File: config.mk
export PLATFORM = sky130hd
export DESIGN_NAME = windowed_watchdog_timer
export DESIGN_NICKNAME = d
export VERILOG_FILES = /design/src/hdl/windowed_watchdog_timer.v /design/src/hdl/lp_tick_sync.v
export VERILOG_INCLUDE_DIRS = /design/src /design/src/hdl
export SDC_FILE = /design/constraint.sdc
export NUM_CORES = 1
export LEC_CHECK = 0
export BUFFER_PORTS_ARGS = -buffer_cell sky130_fd_sc_hd__buf_4
export CAP_MARGIN = 20
export CELL_PAD_IN_SITES_DETAIL_PLACEMENT = 1
export CELL_PAD_IN_SITES_GLOBAL_PLACEMENT = 1
export CORE_MARGIN = 3
export CORE_UTILIZATION = 36
export CTS_CLUSTER_DIAMETER = 100
export DETAILED_ROUTE_END_ITERATION = 8
export GPL_TIMING_DRIVEN = 0
export PLACE_DENSITY_LB_ADDON = 0.2
export SLEW_MARGIN = 25
export SYNTH_ARGS = -nofsm -noshare
export SYNTH_HDL_FRONTEND = slang
export SYNTH_SLANG_ARGS = --single-unit
File: constraint.sdc
create_clock -name mclk -period 5.4 [get_ports mclk]
set_clock_uncertainty 0.05 [all_clocks]
set_input_delay 0.81 -clock mclk [delete_from_list [all_inputs] [get_ports mclk]]
set_output_delay 0.81 -clock mclk [all_outputs]
set_load 0.05 [all_outputs]
File: src/hdl/wdt_map.vh
// Offsets, field positions, reset values and timing figures of the watchdog.
//
// Notes on behaviour
// Watchdog runs whenever Active Mode is on; off in Sleep, Stop, Debug.
// Timebase counts edges of an independent low-power clock, not mclk.
// Every entry into Active Mode restarts the watchdog in long open window.
// Long open window lasts 200 ms; no trigger by its end causes reset.
// A trigger write selects the next period and starts it at once.
// Period select 1..63 gives a period of value times 16 ms.
// After the first good trigger the watchdog runs in windowed mode.
// First half of each period is closed, second half is open.
// Trigger in closed half, or no trigger before expiry, requests reset.
// A watchdog reset sets the watchdog reset flag in the cause register.
// Five faults in a row force Sleep Mode instead of another reset.
// Short window request during long open window causes reset.
// Code 00 abandons the period and starts a fixed 30 ms short window.
// Short window config 0 disables, 1 to 3 give the allowed maximum.
// Each short trigger counts up; exceeding the maximum causes reset.
// A trigger with nonzero period code clears the short window counter.
// Trigger register at byte offset 34h; bits 31:8 read as zero.
// Software should trigger well inside the open half of each period.
// Fault counter clears on a good trigger and on entry to Active Mode.
// Reset and sleep requests are one-cycle pulses on the mclk domain.
`ifndef WDT_MAP_VH
`define WDT_MAP_VH

// Register byte offsets.
`define TRIG_OFS       8'h34
`define CAUSE_OFS      8'h38
`define STAT_OFS       8'h3c

// Trigger register fields.
`define PSEL_MSB       5
`define PSEL_LSB       0
`define SCONF_MSB      7
`define SCONF_LSB      6
`define TRIG_RESET     8'h00
`define SOW_CODE       6'h00

// Reset cause register fields.
`define CAUSE_WDT_BIT  0

// Timing figures in milliseconds and fault limit.
`define LONG_WIN_MS    32'h000000c8
`define SOW_WIN_MS     32'h0000001e
`define PERIOD_STEP_MS 32'h00000010
`define MISS_LIMIT     3'h5

// Default low-power clock edges per millisecond.
`define LP_TICKS_PER_MS_DEF 16'h0020

`endif

File: src/hdl/windowed_watchdog_timer.v
// Windowed watchdog with long, closed, open and short open windows.
//
// Decided for this implementation: strobed register access.
`include "wdt_map.vh"

module windowed_watchdog_timer
#(
	parameter [15:0] LP_TICKS_PER_MS = `LP_TICKS_PER_MS_DEF
)
(
	input  wire        mclk,
	input  wire        rst,
	input  wire [7:0]  addr,
	input  wire [31:0] wdata,
	input  wire        wr,
	input  wire        rd,
	output reg  [31:0] rdata,
	input  wire        active_mode,
	input  wire        debug_mode,
	input  wire        low_power_clock,
	output reg         reset_req,
	output reg         sleep_req,
	output reg         watchdog_reset_flag,
	output reg         wdt_running
);

	// Window states; OFF covers every mode in which supervision rests.
	// The state code is shown in bits 7:5 of the status word.
	localparam [2:0] ST_OFF    = 3'h0;
	localparam [2:0] ST_LONG   = 3'h1;
	localparam [2:0] ST_CLOSED = 3'h2;
	localparam [2:0] ST_OPEN   = 3'h3;
	localparam [2:0] ST_SOW    = 3'h4;

	// Registered window state, countdown, open length, short window counter and fault counter.
	reg  [2:0]  state_r;
	reg  [2:0]  state_nxt;
	reg  [23:0] timer_r;
	reg  [23:0] timer_nxt;
	reg  [23:0] open_r;
	reg  [23:0] open_nxt;
	reg  [1:0]  sow_cnt_r;
	reg  [1:0]  sow_cnt_nxt;
	reg  [2:0]  miss_r;
	reg  [2:0]  miss_nxt;
	reg  [7:0]  trig_r;
	reg         en_r;
	reg         fault;
	reg         reset_nxt;
	reg         sleep_nxt;

	// Decoded bus strobes, incremented counters and window lengths.
	wire        lp_tick;
	wire        enabled;
	wire        enable_rise;
	wire        trig_wr;
	wire        cause_wr;
	wire [5:0]  wr_code;
	wire [1:0]  wr_conf;
	wire [2:0]  sow_plus;
	wire [2:0]  miss_plus;
	wire [31:0] long_full;
	wire [31:0] sow_full;
	wire [31:0] step_full;
	wire [31:0] per_full;
	wire [23:0] long_ticks;
	wire [23:0] sow_ticks;
	wire [23:0] per_ticks;
	wire [23:0] closed_ticks;
	wire        expire;

	// Low-power edges are counted in the mclk domain through three flops.
	// A stalled mclk therefore stalls supervision as well.
	lp_tick_sync u_lp_tick_sync
	(
		.mclk      (mclk),
		.rst       (rst),
		.lp_clk_in (low_power_clock),
		.lp_tick   (lp_tick)
	);

	// Window lengths in low-power clock edges.
	// Products stay 32 bits wide and are cut to the 24-bit timer on purpose.
	assign long_full    = `LONG_WIN_MS * {16'h0000, LP_TICKS_PER_MS};
	assign sow_full     = `SOW_WIN_MS * {16'h0000, LP_TICKS_PER_MS};
	assign step_full    = `PERIOD_STEP_MS * {16'h0000, LP_TICKS_PER_MS};
	assign per_full     = {26'h0000000, wr_code} * step_full;
	assign long_ticks   = long_full[23:0];
	assign sow_ticks    = sow_full[23:0];
	assign per_ticks    = per_full[23:0];
	assign closed_ticks = {1'b0, per_ticks[23:1]};

	// Only Active Mode outside debug lets the watchdog run; no disable bit.
	// Debug parks the watchdog in OFF so that a breakpoint never ends in a reset.
	assign enabled     = active_mode && !debug_mode;
	assign enable_rise = enabled && !en_r;

	// Byte-addressed decode; only the low byte of the trigger is stored.
	// The upper three bytes of a trigger write carry no fields.
	assign trig_wr   = wr && (addr == `TRIG_OFS);
	assign cause_wr  = wr && (addr == `CAUSE_OFS);
	assign wr_code   = wdata[`PSEL_MSB:`PSEL_LSB];
	assign wr_conf   = wdata[`SCONF_MSB:`SCONF_LSB];
	assign sow_plus  = {1'b0, sow_cnt_r} + 3'h1;
	assign miss_plus = miss_r + 3'h1;
	assign expire    = lp_tick && (timer_r <= 24'h000001);

	// Window sequencing; a trigger in the same cycle as a tick wins.
	// A tick lasts one mclk cycle, so each low-power edge counts once.
	always @*
	begin
		state_nxt   = state_r;
		timer_nxt   = timer_r;
		open_nxt    = open_r;
		sow_cnt_nxt = sow_cnt_r;
		miss_nxt    = miss_r;
		fault       = 1'b0;
		reset_nxt   = 1'b0;
		sleep_nxt   = 1'b0;
		// Leaving Active Mode parks the watchdog without counting a fault.
		if (!enabled)
		begin
			state_nxt = ST_OFF;
		end
		else if (state_r == ST_OFF)
		begin
			if (enable_rise)
			begin
				state_nxt   = ST_LONG;
				timer_nxt   = long_ticks;
				sow_cnt_nxt = 2'h0;
				miss_nxt    = 3'h0;
			end
		end
		else if (trig_wr)
		begin
			// A trigger decides in its own write cycle, ahead of any tick.
			if (wr_code == `SOW_CODE)
			begin
				if (state_r == ST_LONG)
				begin
					fault = 1'b1;
				end
				else if (sow_plus > {1'b0, wr_conf})
				begin
					fault = 1'b1;
				end
				else
				begin
					state_nxt   = ST_SOW;
					timer_nxt   = sow_ticks;
					sow_cnt_nxt = sow_plus[1:0];
				end
			end
			else if (state_r == ST_CLOSED)
			begin
				fault = 1'b1;
			end
			else
			begin
				// The new period starts in the write cycle itself.
				state_nxt   = ST_CLOSED;
				timer_nxt   = closed_ticks;
				open_nxt    = per_ticks - closed_ticks;
				sow_cnt_nxt = 2'h0;
				miss_nxt    = 3'h0;
			end
		end
		else if (expire)
		begin
			// Running out anywhere but the closed half is a missed service.
			if (state_r == ST_CLOSED)
			begin
				state_nxt = ST_OPEN;
				timer_nxt = open_r;
			end
			else
			begin
				fault = 1'b1;
			end
		end
		else if (lp_tick)
		begin
			timer_nxt = timer_r - 24'h000001;
		end

		// Repeated failures end in Sleep Mode rather than a reset storm.
		// Every kind of fault counts toward the same limit.
		if (fault)
		begin
			if (miss_plus == `MISS_LIMIT)
			begin
				sleep_nxt = 1'b1;
				state_nxt = ST_OFF;
				miss_nxt  = 3'h0;
			end
			else
			begin
				reset_nxt   = 1'b1;
				miss_nxt    = miss_plus;
				state_nxt   = ST_LONG;
				timer_nxt   = long_ticks;
			end
			sow_cnt_nxt = 2'h0;
		end
	end

	// State, counters and one-cycle request pulses.
	// The running flag follows the next state, aligned with the pulses.
	always @(posedge mclk or posedge rst)
	begin
		if (rst)
		begin
			state_r     <= ST_OFF;
			timer_r     <= 24'h000000;
			open_r      <= 24'h000000;
			sow_cnt_r   <= 2'h0;
			miss_r      <= 3'h0;
			en_r        <= 1'b0;
			reset_req   <= 1'b0;
			sleep_req   <= 1'b0;
			wdt_running <= 1'b0;
		end
		else
		begin
			state_r     <= state_nxt;
			timer_r     <= timer_nxt;
			open_r      <= open_nxt;
			sow_cnt_r   <= sow_cnt_nxt;
			miss_r      <= miss_nxt;
			en_r        <= enabled;
			reset_req   <= reset_nxt;
			sleep_req   <= sleep_nxt;
			wdt_running <= (state_nxt != ST_OFF);
		end
	end

	// Trigger register keeps the last written code and configuration.
	// A write while the watchdog rests still updates the stored byte.
	always @(posedge mclk or posedge rst)
	begin
		if (rst)
		begin
			trig_r <= `TRIG_RESET;
		end
		else if (trig_wr)
		begin
			trig_r <= wdata[7:0];
		end
	end

	// Reset cause flag: write one clears, a new watchdog reset wins.
	// Letting the set win means a fault is never lost to a late clear.
	always @(posedge mclk or posedge rst)
	begin
		if (rst)
		begin
			watchdog_reset_flag <= 1'b0;
		end
		else if (reset_nxt)
		begin
			watchdog_reset_flag <= 1'b1;
		end
		else if (cause_wr && wdata[`CAUSE_WDT_BIT])
		begin
			watchdog_reset_flag <= 1'b0;
		end
	end

	// Read data appears in the cycle after the read strobe only.
	// Unmapped reads and idle cycles give zero, so stale data never shows.
	always @(posedge mclk or posedge rst)
	begin
		if (rst)
		begin
			rdata <= 32'h00000000;
		end
		else if (rd)
		begin
			case (addr)
				`TRIG_OFS:
				begin
					rdata <= {24'h000000, trig_r};
				end
				`CAUSE_OFS:
				begin
					rdata <= {31'h00000000, watchdog_reset_flag};
				end
				`STAT_OFS:
				begin
					rdata <= {24'h000000, state_r, sow_cnt_r, miss_r};
				end
				default:
				begin
					rdata <= 32'h00000000;
				end
			endcase
		end
		else
		begin
			rdata <= 32'h00000000;
		end
	end

endmodule

File: src/hdl/lp_tick_sync.v
// Brings the low-power clock into mclk and marks each of its rising edges.
module lp_tick_sync
(
	input  wire mclk,
	input  wire rst,
	input  wire lp_clk_in,
	output reg  lp_tick
);

	reg s1_r;
	reg s2_r;
	reg s3_r;
	reg level_r;

	// Three stages; a new level counts only once stages two and three agree.
	always @(posedge mclk or posedge rst)
	begin
		if (rst)
		begin
			s1_r    <= 1'b0;
			s2_r    <= 1'b0;
			s3_r    <= 1'b0;
			level_r <= 1'b0;
			lp_tick <= 1'b0;
		end
		else
		begin
			s1_r <= lp_clk_in;
			s2_r <= s1_r;
			s3_r <= s2_r;
			if (s2_r == s3_r)
			begin
				level_r <= s3_r;
			end
			lp_tick <= (s2_r == s3_r) && s3_r && !level_r;
		end
	end

endmodule

==> out/summary.txt <==
row count: 39
first-pass GRT wire length: 21.8 mm
detailed-route wire length per cell: 19.2 um
GRT overflow: 0
clock slew at reported path FFs: 50 ps
post-synth top area share: 38.4%
die area: 0.0133 mm^2
worst skew pair latency: 340 ps
busiest grt layer: met2
FFs w/ async S/R, synth: 100%
fillers: 1387
DR vias/cell: 5.61
Post-synth EDFFs: 0
crit path time final: 3330 ps
crit path max fanout: 10
Synth Register Bits: 66
initial drt markers: 240
Data arrival, critical path: 3490 ps
NumNets Final: 629
Num CTS Buffers: 9
Flop pwr share: 39.0%
critical path required time: 5560 ps
Port-buffer cells: 33
final worst path period share: 61.6%
Hold Crit Class: reg -> reg
Max stage delay on crit path: 460 ps
Area Growth Syn to Fin: 20.3%
number of setup buffers added after CTS: 0
status: complete, no violations
Startpoint Class: input pin
WP buf/inv: 4
largest net degree at the start of global routing: 43
largest cells by area after synthesis: dfrtp_1 38%, nand2_1 5.0%, o21ai_0 4.8%
worst vdd ir: 0.138 mV
Global Route met2 Usage: 33.7%
Comb power frac: 13.8%
RSZ-0062 raised after global routing: no
Max-cap violations: 0
Longest Clk Path Bufs: 2
Switching Power: 0.000354 W
met3 usage: 4.63%
met1 usage: 29.3%
Initial Util: 37.2%
Post-synth top flop: dfrtp_1
share of layout cells above drive strength 1: 17.7%
final count of hold timing violations: 0
max_slew headroom: 40.7%
Worst Setup End Kind: flop
Setup violations, final: 0
post-cts sizing count: 0
Mapped Avg Cell Area: 8.66 um^2
leading area contributor after synthesis: dfrtp_1
CP cell instances: buf_4, inv_1, ha_1, and3_1, mux2_2, o21ai_0, a21oi_2, nand2_2, clkinv_2, buf_6, a21oi_2, nand2_1
Remaining DRCs: 0
sequential element share of the synthesized area: 38.4%
CTS tree: done
vias in the first global route: 4073
Pwr per Cell Area: 259 mW/mm^2
htree depth: 3
final setup TNS: 0 ps
Placer Congestion: 0.885
vias: 4001
die height: 115 um
Yosys cell types: 67
leading cell type in the layout, fill and taps excluded: dfrtp_1
cell count after synthesis: 497
CP max-delay cell: o21ai_0
WS Path Type: in -> reg
# hold bufs at CTS: 0
HPWL after DPL: 10.2 mm
Clock Power Share: 47.1%
CP most frequent cell: a21oi_2
Boundary Pins: 83
Diodes inserted: 0
synth warn: 0
Leak Pwr: 2.31 nW
cell family with most CP delay: compound AO/OA/AOI/OAI gates
CTS sink cnt: 66
antenna viol nets, final: 0
drt total wl: 13.7 mm
Root Driver: clkbuf_16
P_int: 0.000986 W
Finished Core Util: 44.8%
f_max: 301 MHz
Tot GR Track Use: 21.3%
initial antenna violation count: 0
Worst Tran Pin Value: 882 ps
core area: 0.0116 mm^2
Slew Viols, Final: 0
Die W: 115 um
sw frac: 26.4%
post-synth design cell area: 0.00431 mm^2
most frequent cells in the layout: 66 x dfrtp_1, 58 x buf_4, 57 x nand2_1, 41 x o21ai_0, 36 x nor2_1
1st-pass router iterations: 5
synth_stat cells (all sizes together) (7+ instances only):
library cell and number:
dfrtp 66, nand2 58, o21ai 41, nor2 36
a21oi 32, buf 31, inv 22, nor3 18
ha 16, nand3 16, clkbuf 14, nor4 12
mux2i 10, o211ai 8, a31oi 7, nand4 7
metal layers:
layer / share of wire [%] / vias to the layer above
met4: 1.4 / 0
met3: 5.4 / 17
met5: 0 / -
met1: 45 / 1980
li1: - / 1903
met2: 48 / 101
flip-flops by register name, summed over array words and instances, names as in the netlist, 2 cells and up:
signal	flops
rdata	8
state_r	3
sow_cnt_r	2
miss_r	3
trig_r	8
timer_r	24
open_r	8
worst reg2reg max path, cell delays in order (launching register included):
cell and delay, ps:
dfrtp_1 360, clkbuf_1 220, nor3b_1 760, clkbuf_1 520, nand2_1 170, nor4_1 670
o21ai_0 250, a21oi_1 180
metrics by stage:
step	power [W]	area [um^2]	worst slack [ps]	std cells	hold slack, ps
after CTS	0.00135	5170	2140	713	342
final	0.00134	5180	2070	713	332
after floorplan	0.000663	4390	2630	520	281
after global placement	0.000707	4820	1880	696	314
after detailed placement	0.000715	4850	1840	697	329
after global routing	0.00139	5180	1830	713	350
cells by family (layout without fill, tap and decap cells):
family,after synthesis,in the layout,synth area share (%)
AND/OR/NAND/NOR,182,182,21.9
AO/OA/AOI/OAI,138,138,20.5
buffers and inverters,68,118,8.46
flip-flops,66,66,38.4
adder cells (fa/ha/maj),17,17,5.11
multiplexers,14,14,3.37
XOR/XNOR,11,11,2.24
other,1,24,0.0871
power groups by stage:
stage	sequential [W]	clock, W	combinational, W
after global routing	0.000525	0.000661	0.000202
after global placement	0.000531	0	0.000176
after CTS	0.000523	0.000642	0.000185
after detailed placement	0.000531	0	0.000184
final	0.000523	0.000632	0.000186
after floorplan	0.000528	0	0.000134
worst paths after layout:
kind,start,to,slack (ps),cells past startpoint
min,u_lp_tick_sync.s2_r$_DFF_PP0_,u_lp_tick_sync.s3_r$_DFF_PP0_,330,0
min in group asynchronous,rst,trig_r[1]$_DFFE_PP0P_,400,2
min reg2reg,u_lp_tick_sync.s2_r$_DFF_PP0_,u_lp_tick_sync.s3_r$_DFF_PP0_,330,0
max reg2reg,state_r[2]$_DFF_PP0_,timer_r[23]$_DFF_PP0_,2150,7
max in group asynchronous,rst,timer_r[6]$_DFF_PP0_,4370,3
max,wdata[5],timer_r[12]$_DFF_PP0_,2070,12
area by class of cell:
type                            instances  area, um^2  area share, %
Buffer                                 45         277           5.34
Clock buffer                           11         243           4.69
Clock inverter                          5        77.6           1.50
Inverter                               23        90.1           1.74
Multi-Input combinational cell        386        2380           46.1
Sequential cell                        66        1650           31.9
Tap cell                              143         179           3.46
Timing Repair Buffer                   34         275           5.32
Power figures use the tool's default switching activity.
